--- src/pkg/rx_timing_recovery_ctrl_regs.svh ---
// register map, field positions, reset values and timing counts of the timing recovery block
`ifndef RX_TIMING_RECOVERY_CTRL_REGS_SVH
`define RX_TIMING_RECOVERY_CTRL_REGS_SVH

`define RTR_ADDR_W 16
`define RTR_DATA_W 8

`define RTR_CTL_ADDR 16'hffc8
`define RTR_IRQ_STAT_ADDR 16'hfff0
`define RTR_IRQ_MASK_ADDR 16'hfff4

`define RTR_CTL_RESET 8'h00
`define RTR_IRQ_STAT_RESET 8'h00
`define RTR_IRQ_MASK_RESET 8'h00

`define RTR_BIT_SYNC 7
`define RTR_BIT_SPEED_STAT 6
`define RTR_BIT_RELEASE 5
`define RTR_BIT_FREEZE 3
`define RTR_BIT_MULTI 2
`define RTR_BIT_SPEED_LOW 1
`define RTR_BIT_ENABLE 0

`define RTR_EV_LOCK_GAINED 0
`define RTR_EV_LOCK_LOST 1
`define RTR_EV_RELEASE_DONE 2
`define RTR_EV_SLOW_ENTERED 3
`define RTR_EV_COUNT 4

`define RTR_CLK_HZ 100000000
`define RTR_BIT_RATE_HZ 72000
`define RTR_BIT_CYCLES (`RTR_CLK_HZ / `RTR_BIT_RATE_HZ)
`define RTR_MS_SPACING_NS 1700
`define RTR_MS_SPACING_CYC ((`RTR_MS_SPACING_NS * (`RTR_CLK_HZ / 1000000)) / 1000)
`define RTR_FAST_EDGES 32
`define RTR_FAST_STEP 8
`define RTR_SLOW_STEP 1

`endif

--- src/pkg/rx_timing_recovery_pkg.sv ---
// types shared by the timing recovery block
`default_nettype none
package rx_timing_recovery_pkg;

	typedef enum logic [1:0] {
		LOOP_OFF,
		LOOP_FAST,
		LOOP_SLOW
	} loop_state_e;

	typedef struct packed {
		logic freeze_loop_adjust;
		logic multi_sample;
		logic speed_low;
		logic enable;
	} ctl_s;

	typedef struct packed {
		logic take_early;
		logic take_mid;
		logic take_late;
		logic multi;
	} sample_req_s;

endpackage
`default_nettype wire

--- src/design/majority_sampler.sv ---
// takes one or three samples of the receive line and delivers the voted bit or the centre sample
`timescale 1ns/1ns
`default_nettype none

module majority_sampler
	import rx_timing_recovery_pkg::*;
(
	input wire logic i_ref_clk,
	input wire logic i_rst_n,
	input wire logic i_rx_data,
	input wire sample_req_s i_req,
	output logic o_bit,
	output logic o_bit_stb
);

	logic early_r;
	logic mid_r;
	wire logic vote;
	wire logic done;

	// majority of three, or centre sample alone
	assign vote = (early_r & mid_r) | (early_r & i_rx_data) | (mid_r & i_rx_data);
	assign done = i_req.multi ? i_req.take_late : i_req.take_mid;

	always_ff @(posedge i_ref_clk or negedge i_rst_n) begin
		if (!i_rst_n) begin
			early_r <= 1'b0;
			mid_r <= 1'b0;
			o_bit <= 1'b0;
			o_bit_stb <= 1'b0;
		end else begin
			if (i_req.take_early)
				early_r <= i_rx_data;
			if (i_req.take_mid)
				mid_r <= i_rx_data;
			o_bit_stb <= done;
			if (done)
				o_bit <= i_req.multi ? vote : i_rx_data; // [RQ10]
		end
	end

endmodule

`default_nettype wire

--- src/design/rx_timing_recovery_ctrl.sv ---
// receive timing recovery control, status and sampling window
// Function
// [RQ1] bit 7 reads frame lock on marker channel
// [RQ2] release status reads 0 by default, after clear
// [RQ3] release status 1 from clear command until cleared
// [RQ4] speed bit 0: fast loop, then slow automatically
// [RQ5] speed bit 1: loop always slow
// [RQ6] enable bit runs loop moving sampling window
// [RQ7] window shift limited to quarter bit
// [RQ8] window moves only with independent receive timing
// [RQ9] freeze bit holds loop and sampling point
// [RQ10] multisampling: majority of three, 1.7 us apart
//
// Our own choice: the strobed register port.
`timescale 1ns/1ns
`default_nettype none
`include "rx_timing_recovery_ctrl_regs.svh"

module rx_timing_recovery_ctrl
	import rx_timing_recovery_pkg::*;
#(
	parameter int BIT_CYCLES = `RTR_BIT_CYCLES,
	parameter int MS_SPACING = `RTR_MS_SPACING_CYC,
	parameter int FAST_EDGES = `RTR_FAST_EDGES,
	parameter int FAST_STEP = `RTR_FAST_STEP,
	parameter int SLOW_STEP = `RTR_SLOW_STEP
) (
	input wire logic i_ref_clk,
	input wire logic i_rst_b,
	input wire logic [`RTR_ADDR_W-1:0] i_addr,
	input wire logic [`RTR_DATA_W-1:0] i_wr_data,
	input wire logic i_wr_stb,
	input wire logic i_rd_stb,
	output logic [`RTR_DATA_W-1:0] o_rd_data,
	input wire logic i_rx_data,
	input wire logic i_frame_lock,
	input wire logic i_lock_clear_cmd,
	input wire logic i_lock_cleared,
	input wire logic i_indep_rx_timing,
	output logic o_rx_bit,
	output logic o_rx_bit_stb,
	output logic signed [11:0] o_window_offset,
	output logic o_loop_slow,
	output logic o_irq
);

	localparam int HALF = BIT_CYCLES / 2;
	localparam int QUARTER = BIT_CYCLES / 4;
	localparam logic [10:0] LAST_CNT = 11'(BIT_CYCLES - 1);
	localparam logic [11:0] HALF_W = 12'(HALF);
	localparam logic [11:0] SPACING_W = 12'(MS_SPACING);
	localparam logic signed [12:0] QUARTER_W = 13'(QUARTER);
	localparam logic signed [12:0] FAST_STEP_W = 13'(FAST_STEP);
	localparam logic signed [12:0] SLOW_STEP_W = 13'(SLOW_STEP);
	localparam logic [5:0] FAST_LAST = 6'(FAST_EDGES - 1);

	// limits a window shift to plus or minus a quarter bit
	function automatic logic signed [11:0] clamp_quarter(input logic signed [12:0] v);
		logic signed [12:0] r;
		r = v;
		if (v > QUARTER_W)
			r = QUARTER_W;
		else if (v < -QUARTER_W)
			r = -QUARTER_W;
		return r[11:0];
	endfunction

	// reset release
	logic rst_meta_r;
	logic rst_n;

	always_ff @(posedge i_ref_clk or negedge i_rst_b) begin
		if (!i_rst_b) begin
			rst_meta_r <= 1'b0;
			rst_n <= 1'b0;
		end else begin
			rst_meta_r <= 1'b1;
			rst_n <= rst_meta_r;
		end
	end

	// registers
	ctl_s ctl_r;
	logic release_r;
	logic lock_d_r;
	logic [`RTR_EV_COUNT-1:0] irq_stat_r;
	logic [`RTR_EV_COUNT-1:0] irq_mask_r;

	// loop state
	loop_state_e loop_r;
	loop_state_e loop_nxt;
	logic [10:0] bit_cnt_r;
	logic signed [11:0] offset_r;
	logic signed [11:0] offset_nxt;
	logic [5:0] fast_cnt_r;
	logic rx_d_r;

	// bus decode
	wire logic sel_ctl = (i_addr == `RTR_CTL_ADDR);
	wire logic sel_stat = (i_addr == `RTR_IRQ_STAT_ADDR);
	wire logic sel_mask = (i_addr == `RTR_IRQ_MASK_ADDR);
	wire logic wr_ctl = i_wr_stb & sel_ctl;
	wire logic wr_mask = i_wr_stb & sel_mask;
	wire logic rd_stat = i_rd_stb & sel_stat;

	wire logic [7:0] ctl_view = {i_frame_lock, 1'b0, release_r, 1'b0, ctl_r}; // [RQ1] [RQ2]
	wire logic [7:0] rd_data_nxt = sel_ctl ? ctl_view :
		sel_stat ? {4'h0, irq_stat_r} :
		sel_mask ? {4'h0, irq_mask_r} : 8'h00;

	// loop control decode
	wire logic frozen = ctl_r.freeze_loop_adjust;
	wire logic loop_run = ctl_r.enable & i_indep_rx_timing; // [RQ6] [RQ8]
	wire logic rx_edge = (i_rx_data != rx_d_r);
	wire logic adjust = rx_edge & loop_run & ~frozen & (loop_r != LOOP_OFF); // [RQ9]

	// sampling positions around the shifted centre
	wire logic [11:0] centre = HALF_W + offset_r;
	wire logic [11:0] early_pos = centre - SPACING_W;
	wire logic [11:0] late_pos = centre + SPACING_W;
	wire logic [11:0] cnt_w = {1'b0, bit_cnt_r};
	wire logic signed [12:0] rel = $signed({2'b00, bit_cnt_r}) - $signed({1'b0, centre});

	// edge before centre: window starts early, move it later
	wire logic signed [12:0] step = (loop_r == LOOP_FAST) ? FAST_STEP_W : SLOW_STEP_W; // [RQ4] [RQ5]
	wire logic signed [12:0] offset_wide = {offset_r[11], offset_r};
	wire logic signed [12:0] offset_try = rel[12] ? offset_wide + step : offset_wide - step;

	// events
	wire logic [`RTR_EV_COUNT-1:0] events;
	assign events[`RTR_EV_LOCK_GAINED] = i_frame_lock & ~lock_d_r;
	assign events[`RTR_EV_LOCK_LOST] = ~i_frame_lock & lock_d_r;
	assign events[`RTR_EV_RELEASE_DONE] = release_r & i_lock_cleared;
	assign events[`RTR_EV_SLOW_ENTERED] = (loop_r != LOOP_SLOW) & (loop_nxt == LOOP_SLOW);

	wire sample_req_s req = '{
		take_early: cnt_w == early_pos,
		take_mid: cnt_w == centre,
		take_late: cnt_w == late_pos,
		multi: ctl_r.multi_sample
	};

	always_comb begin
		loop_nxt = loop_r;
		if (!frozen) begin // [RQ9]
			case (loop_r)
				LOOP_OFF: begin
					if (loop_run)
						loop_nxt = ctl_r.speed_low ? LOOP_SLOW : LOOP_FAST; // [RQ4] [RQ5]
				end
				LOOP_FAST: begin
					if (!loop_run)
						loop_nxt = LOOP_OFF;
					else if (ctl_r.speed_low) // [RQ5]
						loop_nxt = LOOP_SLOW;
					else if (adjust && fast_cnt_r == FAST_LAST) // [RQ4]
						loop_nxt = LOOP_SLOW;
				end
				LOOP_SLOW: begin
					if (!loop_run)
						loop_nxt = LOOP_OFF;
				end
				default: begin
					loop_nxt = LOOP_OFF;
				end
			endcase
		end
	end

	always_comb begin
		offset_nxt = offset_r;
		if (frozen)
			offset_nxt = offset_r; // [RQ9]
		else if (!loop_run)
			offset_nxt = 12'sh000; // [RQ6] [RQ8]
		else if (adjust)
			offset_nxt = clamp_quarter(offset_try); // [RQ7]
	end

	// bus side registers
	always_ff @(posedge i_ref_clk or negedge rst_n) begin
		if (!rst_n) begin
			ctl_r <= ctl_s'(4'(`RTR_CTL_RESET));
			irq_mask_r <= `RTR_EV_COUNT'(`RTR_IRQ_MASK_RESET);
			o_rd_data <= 8'h00;
		end else begin
			if (wr_ctl)
				ctl_r <= i_wr_data[3:0];
			if (wr_mask)
				irq_mask_r <= i_wr_data[`RTR_EV_COUNT-1:0];
			o_rd_data <= i_rd_stb ? rd_data_nxt : 8'h00;
		end
	end

	// status and interrupt flags, a new event wins over the clearing read
	always_ff @(posedge i_ref_clk or negedge rst_n) begin
		if (!rst_n) begin
			release_r <= 1'b0;
			lock_d_r <= 1'b0;
			irq_stat_r <= `RTR_EV_COUNT'(`RTR_IRQ_STAT_RESET);
		end else begin
			lock_d_r <= i_frame_lock;
			if (i_lock_clear_cmd)
				release_r <= 1'b1; // [RQ3]
			else if (i_lock_cleared)
				release_r <= 1'b0; // [RQ2] [RQ3]
			irq_stat_r <= (rd_stat ? '0 : irq_stat_r) | events;
		end
	end

	// bit timing and loop
	always_ff @(posedge i_ref_clk or negedge rst_n) begin
		if (!rst_n) begin
			bit_cnt_r <= 11'h000;
			rx_d_r <= 1'b0;
			loop_r <= LOOP_OFF;
			offset_r <= 12'sh000;
			fast_cnt_r <= 6'h00;
		end else begin
			bit_cnt_r <= (bit_cnt_r == LAST_CNT) ? 11'h000 : bit_cnt_r + 11'h001;
			rx_d_r <= i_rx_data;
			loop_r <= loop_nxt;
			offset_r <= offset_nxt;
			if (loop_nxt != LOOP_FAST)
				fast_cnt_r <= 6'h00;
			else if (adjust)
				fast_cnt_r <= fast_cnt_r + 6'h01; // [RQ4]
		end
	end

	majority_sampler u_sampler (
		.i_ref_clk(i_ref_clk),
		.i_rst_n(rst_n),
		.i_rx_data(i_rx_data),
		.i_req(req),
		.o_bit(o_rx_bit),
		.o_bit_stb(o_rx_bit_stb)
	);

	assign o_window_offset = offset_r;
	assign o_loop_slow = (loop_r == LOOP_SLOW);
	assign o_irq = |(irq_stat_r & irq_mask_r);

endmodule

`default_nettype wire

--- config.mk ---
export PLATFORM = sky130hd
export DESIGN_NAME = rx_timing_recovery_ctrl
export DESIGN_NICKNAME = d
export VERILOG_FILES = /design/src/pkg/rx_timing_recovery_pkg.sv /design/src/design/majority_sampler.sv /design/src/design/rx_timing_recovery_ctrl.sv
export VERILOG_INCLUDE_DIRS = /design/src /design/src/pkg
export SDC_FILE = /design/constraint.sdc
export NUM_CORES = 1
export LEC_CHECK = 0
export BUFFER_PORTS_ARGS = -buffer_cell sky130_fd_sc_hd__buf_2
export CAP_MARGIN = 20
export CORE_MARGIN = 4
export CORE_UTILIZATION = 40
export CTS_CLUSTER_DIAMETER = 40
export DETAILED_ROUTE_END_ITERATION = 16
export PLACE_DENSITY = 0.64
export SLEW_MARGIN = 30
export SYNTH_ARGS = -nofsm -noshare
export SYNTH_HDL_FRONTEND = slang
export SYNTH_SLANG_ARGS = --single-unit
--- constraint.sdc ---
create_clock -name i_ref_clk -period 2.5 [get_ports i_ref_clk]
set_clock_uncertainty 0.2 [all_clocks]
set_input_delay 0.5 -clock i_ref_clk [delete_from_list [all_inputs] [get_ports i_ref_clk]]
set_output_delay 0.5 -clock i_ref_clk [all_outputs]
set_load 0.1 [all_outputs]
==> metrics.csv <==
metric;value;unit
Cell Pwr Density;324.4;mW/mm^2
FF-to-FF End;o_window_offset[6];
final core utilization;60.94;%
initial core utilization;41.38;%
Num CTS Buffers;9;
grt ovf;0;
sw frac;22.80;%
syn avg cell area;8.979;um^2
htree depth;3;
leakage;3.216;nW
critical path launch point type;flop;
Die Y;114.4;um
Remaining DRCs;0;
Synth async-reset ratio;100.0;%
Critical Path AT;4.95;ns
RR Startpoint;o_window_offset[1];
Total GRT Usage;20.49;%
commonest cells after routing, fill and taps aside;144 x buf_4, 54 x dfrtp_1, 50 x buf_2;
Multi-input gate area;0.003296;mm^2
RSZ-0062 raised after global routing;true;
part of the cycle the worst path needs;197.6;%
routed vias/inst;5.467;
Sw Pwr;493.0;uW
#FFs+latches synth;58;
pin count of the biggest net entering global routing;30;
root buf cell;clkbuf_16;
Slew Viols, Final;0;
initial antenna violation count;0;
Core ar.;0.01094;mm^2
I/O Pins;57;
# port buffers;50;
failing checks;negative setup slack;
Slew @ Worst Pin;0.6238;ns
fin crit period;4.940;ns
synth warn;0;
WL/cell;15.83;um
total number of vias;4565;
clock network power share;52.6;%
Max Clock Freq;202.4;MHz
Reg2Reg Depth;25;
largest area contributor in the netlist;dfrtp_1;
Worst-Skew Late Latency;0.33;ns
CTS tree;built;
outcome;finished with violations;
commonest non-fill, non-tap cell in the layout;buf_4;
Rows;38;
HP Class;reg -> async;
Reg area;0.001456;mm^2
Post-DP Area;0.005903;mm^2
Worst R2R Setup Slack;-2.44;ns
Worst VDD drop;293.0;uV
CTS max path bufs;2;
Worst Path Required;2.51;ns
die width;114.4;um
cell area after layout;0.006664;mm^2
cell internal pwr;1.669;mW
Syn-to-layout area delta;47.25;%
worst slack, placed;-2.568;ns
final hold viol count;0;
layout net count;747;
Worst setup EP type;flop;
share of layout cells above drive strength 1;44.32;%
vias in the first global route;4667;
worst relative slew slack;58.41;%
maxcap violations;0;
fin worst setup slack;-2.440;ns
sequential-to-total area share from yosys stat;32.07;%
launch point of the critical path;o_window_offset[1];
Post-synth EDFFs;0;
n_diodes;0;
Starting DRT DRC Count;220;
Worst setup endpoint;o_window_offset[6];
Cell Area, Synth;0.004526;mm^2
combinational share of power;3.1;%
top-area cell type share of the netlist area;32.07;%
sequential power share;44.3;%
Mapped Cells;504;
Yosys cell types;82;
first-pass GRT wire length;21620;um
final setup vio count;16;
crit path kind;reg -> reg;
die area;0.01308;mm^2
largest cells by area after synthesis;dfrtp_1 32%, ha_1 6.4%, nand2_1 3.9%, xor2_1 3.9%, xnor2_1 3.7%;
final wirelength;13220;um
post-DP HPWL;10230;um
Main synth FF type;dfrtp_1;
Max FO, Critical Path;5;
GP Congestion;0.8776;
Detail Route Antenna Nets;0;
number of fill cells;912;
drt pass-1 iters;5;
CTS Sinks;58;
Hold WS;0.08479;ns
CTS clk-pin slew, worst paths;0.06;ns
==> through the flow <==
stage	TNS (ns)	power (mW)	instances
final	-29.71	2.162	835
after global routing	-33.09	2.241	835
after CTS	-30.65	2.189	827
after detailed placement	-31.96	1.040	796
after global placement	-30.16	1.037	796
after floorplan	-36.78	1.002	505
==> logic make-up (layout without fill, tap and decap cells) <==
family | count (synthesis) | count (layout) | synth area share, %
flops | 58 | 58 | 32.07
fa+ha+maj | 25 | 25 | 7.023
other cells | 2 | 3 | 0.1659
xor+xnor | 44 | 44 | 9.594
buf+inv | 42 | 232 | 4.036
mux | 15 | 15 | 3.815
simple gates | 187 | 187 | 21.95
compound gates | 131 | 131 | 21.34
==> cells in the mapped netlist, types with 6 or more instances <==
cell       n
mux2_2    10
nand3_1   16
nor2b_1   10
and3_1     6
o21a_1     7
nand4_1   12
a22oi_1    6
xnor2_1   19
xor2_1    20
a21oi_1   20
nor3_1    11
nand2_1   47
o21ai_0   23
ha_1      23
clkbuf_1  14
a21o_1    12
inv_1     18
and4_1     6
nor2_1    38
dfrtp_1   58
nand2b_1   7
==> area by class of cell <==
type	count	share of cell area, %
clock buffers	10	3.586
clock inverters	6	0.6196
inverters	18	1.089
multi-input cells	405	49.46
flip-flops and latches	58	21.86
well taps	140	2.629
repair buffers	198	20.77
==> worst min path at each step <==
stage / startpoint / endpoint / slack [ns] / cells past startpoint
6_report: rst_n / irq_stat_r[3] / 0.08 / 0
3_5_place_dp: i_rst_b / rst_meta_r / 0.1 / 1
3_3_place_gp: i_rst_b / rst_meta_r / 0.08 / 1
2_1_floorplan: i_rst_b / rst_meta_r / 0.004 / 0
5_1_grt: i_frame_lock / lock_d_r / 0.13 / 1
4_1_cts: rst_n / fast_cnt_r[4] / 0.11 / 0
==> registers in the layout (all words and copies together), names as in the netlist, 2 cells and up <==
signal           cells
o_rd_data            6
ctl_r                3
irq_stat_r           4
bit_cnt_r           11
fast_cnt_r           6
loop_r               2
irq_mask_r           4
o_window_offset     12
==> layer usage <==
layer  GRT usage (%)  part of all wire (%)
met2           36.77                    53
met5               0                     0
met3           2.696                   3.0
met1           24.44                    41
met4           8.868                   3.1
==> worst max-delay path, stage by stage, from the launching register on <==
cell,delay [ns]
dfrtp_2,0.39
clkinv_4,0.06
ha_4,0.15
and2b_2,0.24
buf_4,0.13
o21ai_2,0.05
nand2_1,0.09
inv_1,0.05
ha_1,0.35
nand3_4,0.09
o21bai_4,0.18
a21oi_2,0.14
a2bb2oi_2,0.16
o21ai_2,0.08
a31oi_4,0.21
nand2_2,0.09
fa_2,0.42
nor2b_4,0.14
o211a_1,0.19
o21a_1,0.19
a41oi_2,0.17
xnor2_2,0.18
or2_4,0.25
o31ai_4,0.28
nor2_4,0.07
a211o_1,0.28
==> repair_timing <==
action,CTS,global route
hold buffers,1,0
setup endpoints to repair,16,22
buffers inserted,14,8
hold endpoints to repair,2,0
pin swaps,36,22
gates resized for setup,28,39
==> power groups by stage <==
stage | Clock, mW | Sequential (mW) | Combinational [mW]
final | 1.14 | 0.957 | 0.0663
after global routing | 1.21 | 0.959 | 0.0722
after CTS | 1.16 | 0.958 | 0.0669
after detailed placement | 0 | 0.974 | 0.0658
after global placement | 0 | 0.973 | 0.0636
after floorplan | 0 | 0.977 | 0.0254
(Power assumes the default switching activity.)
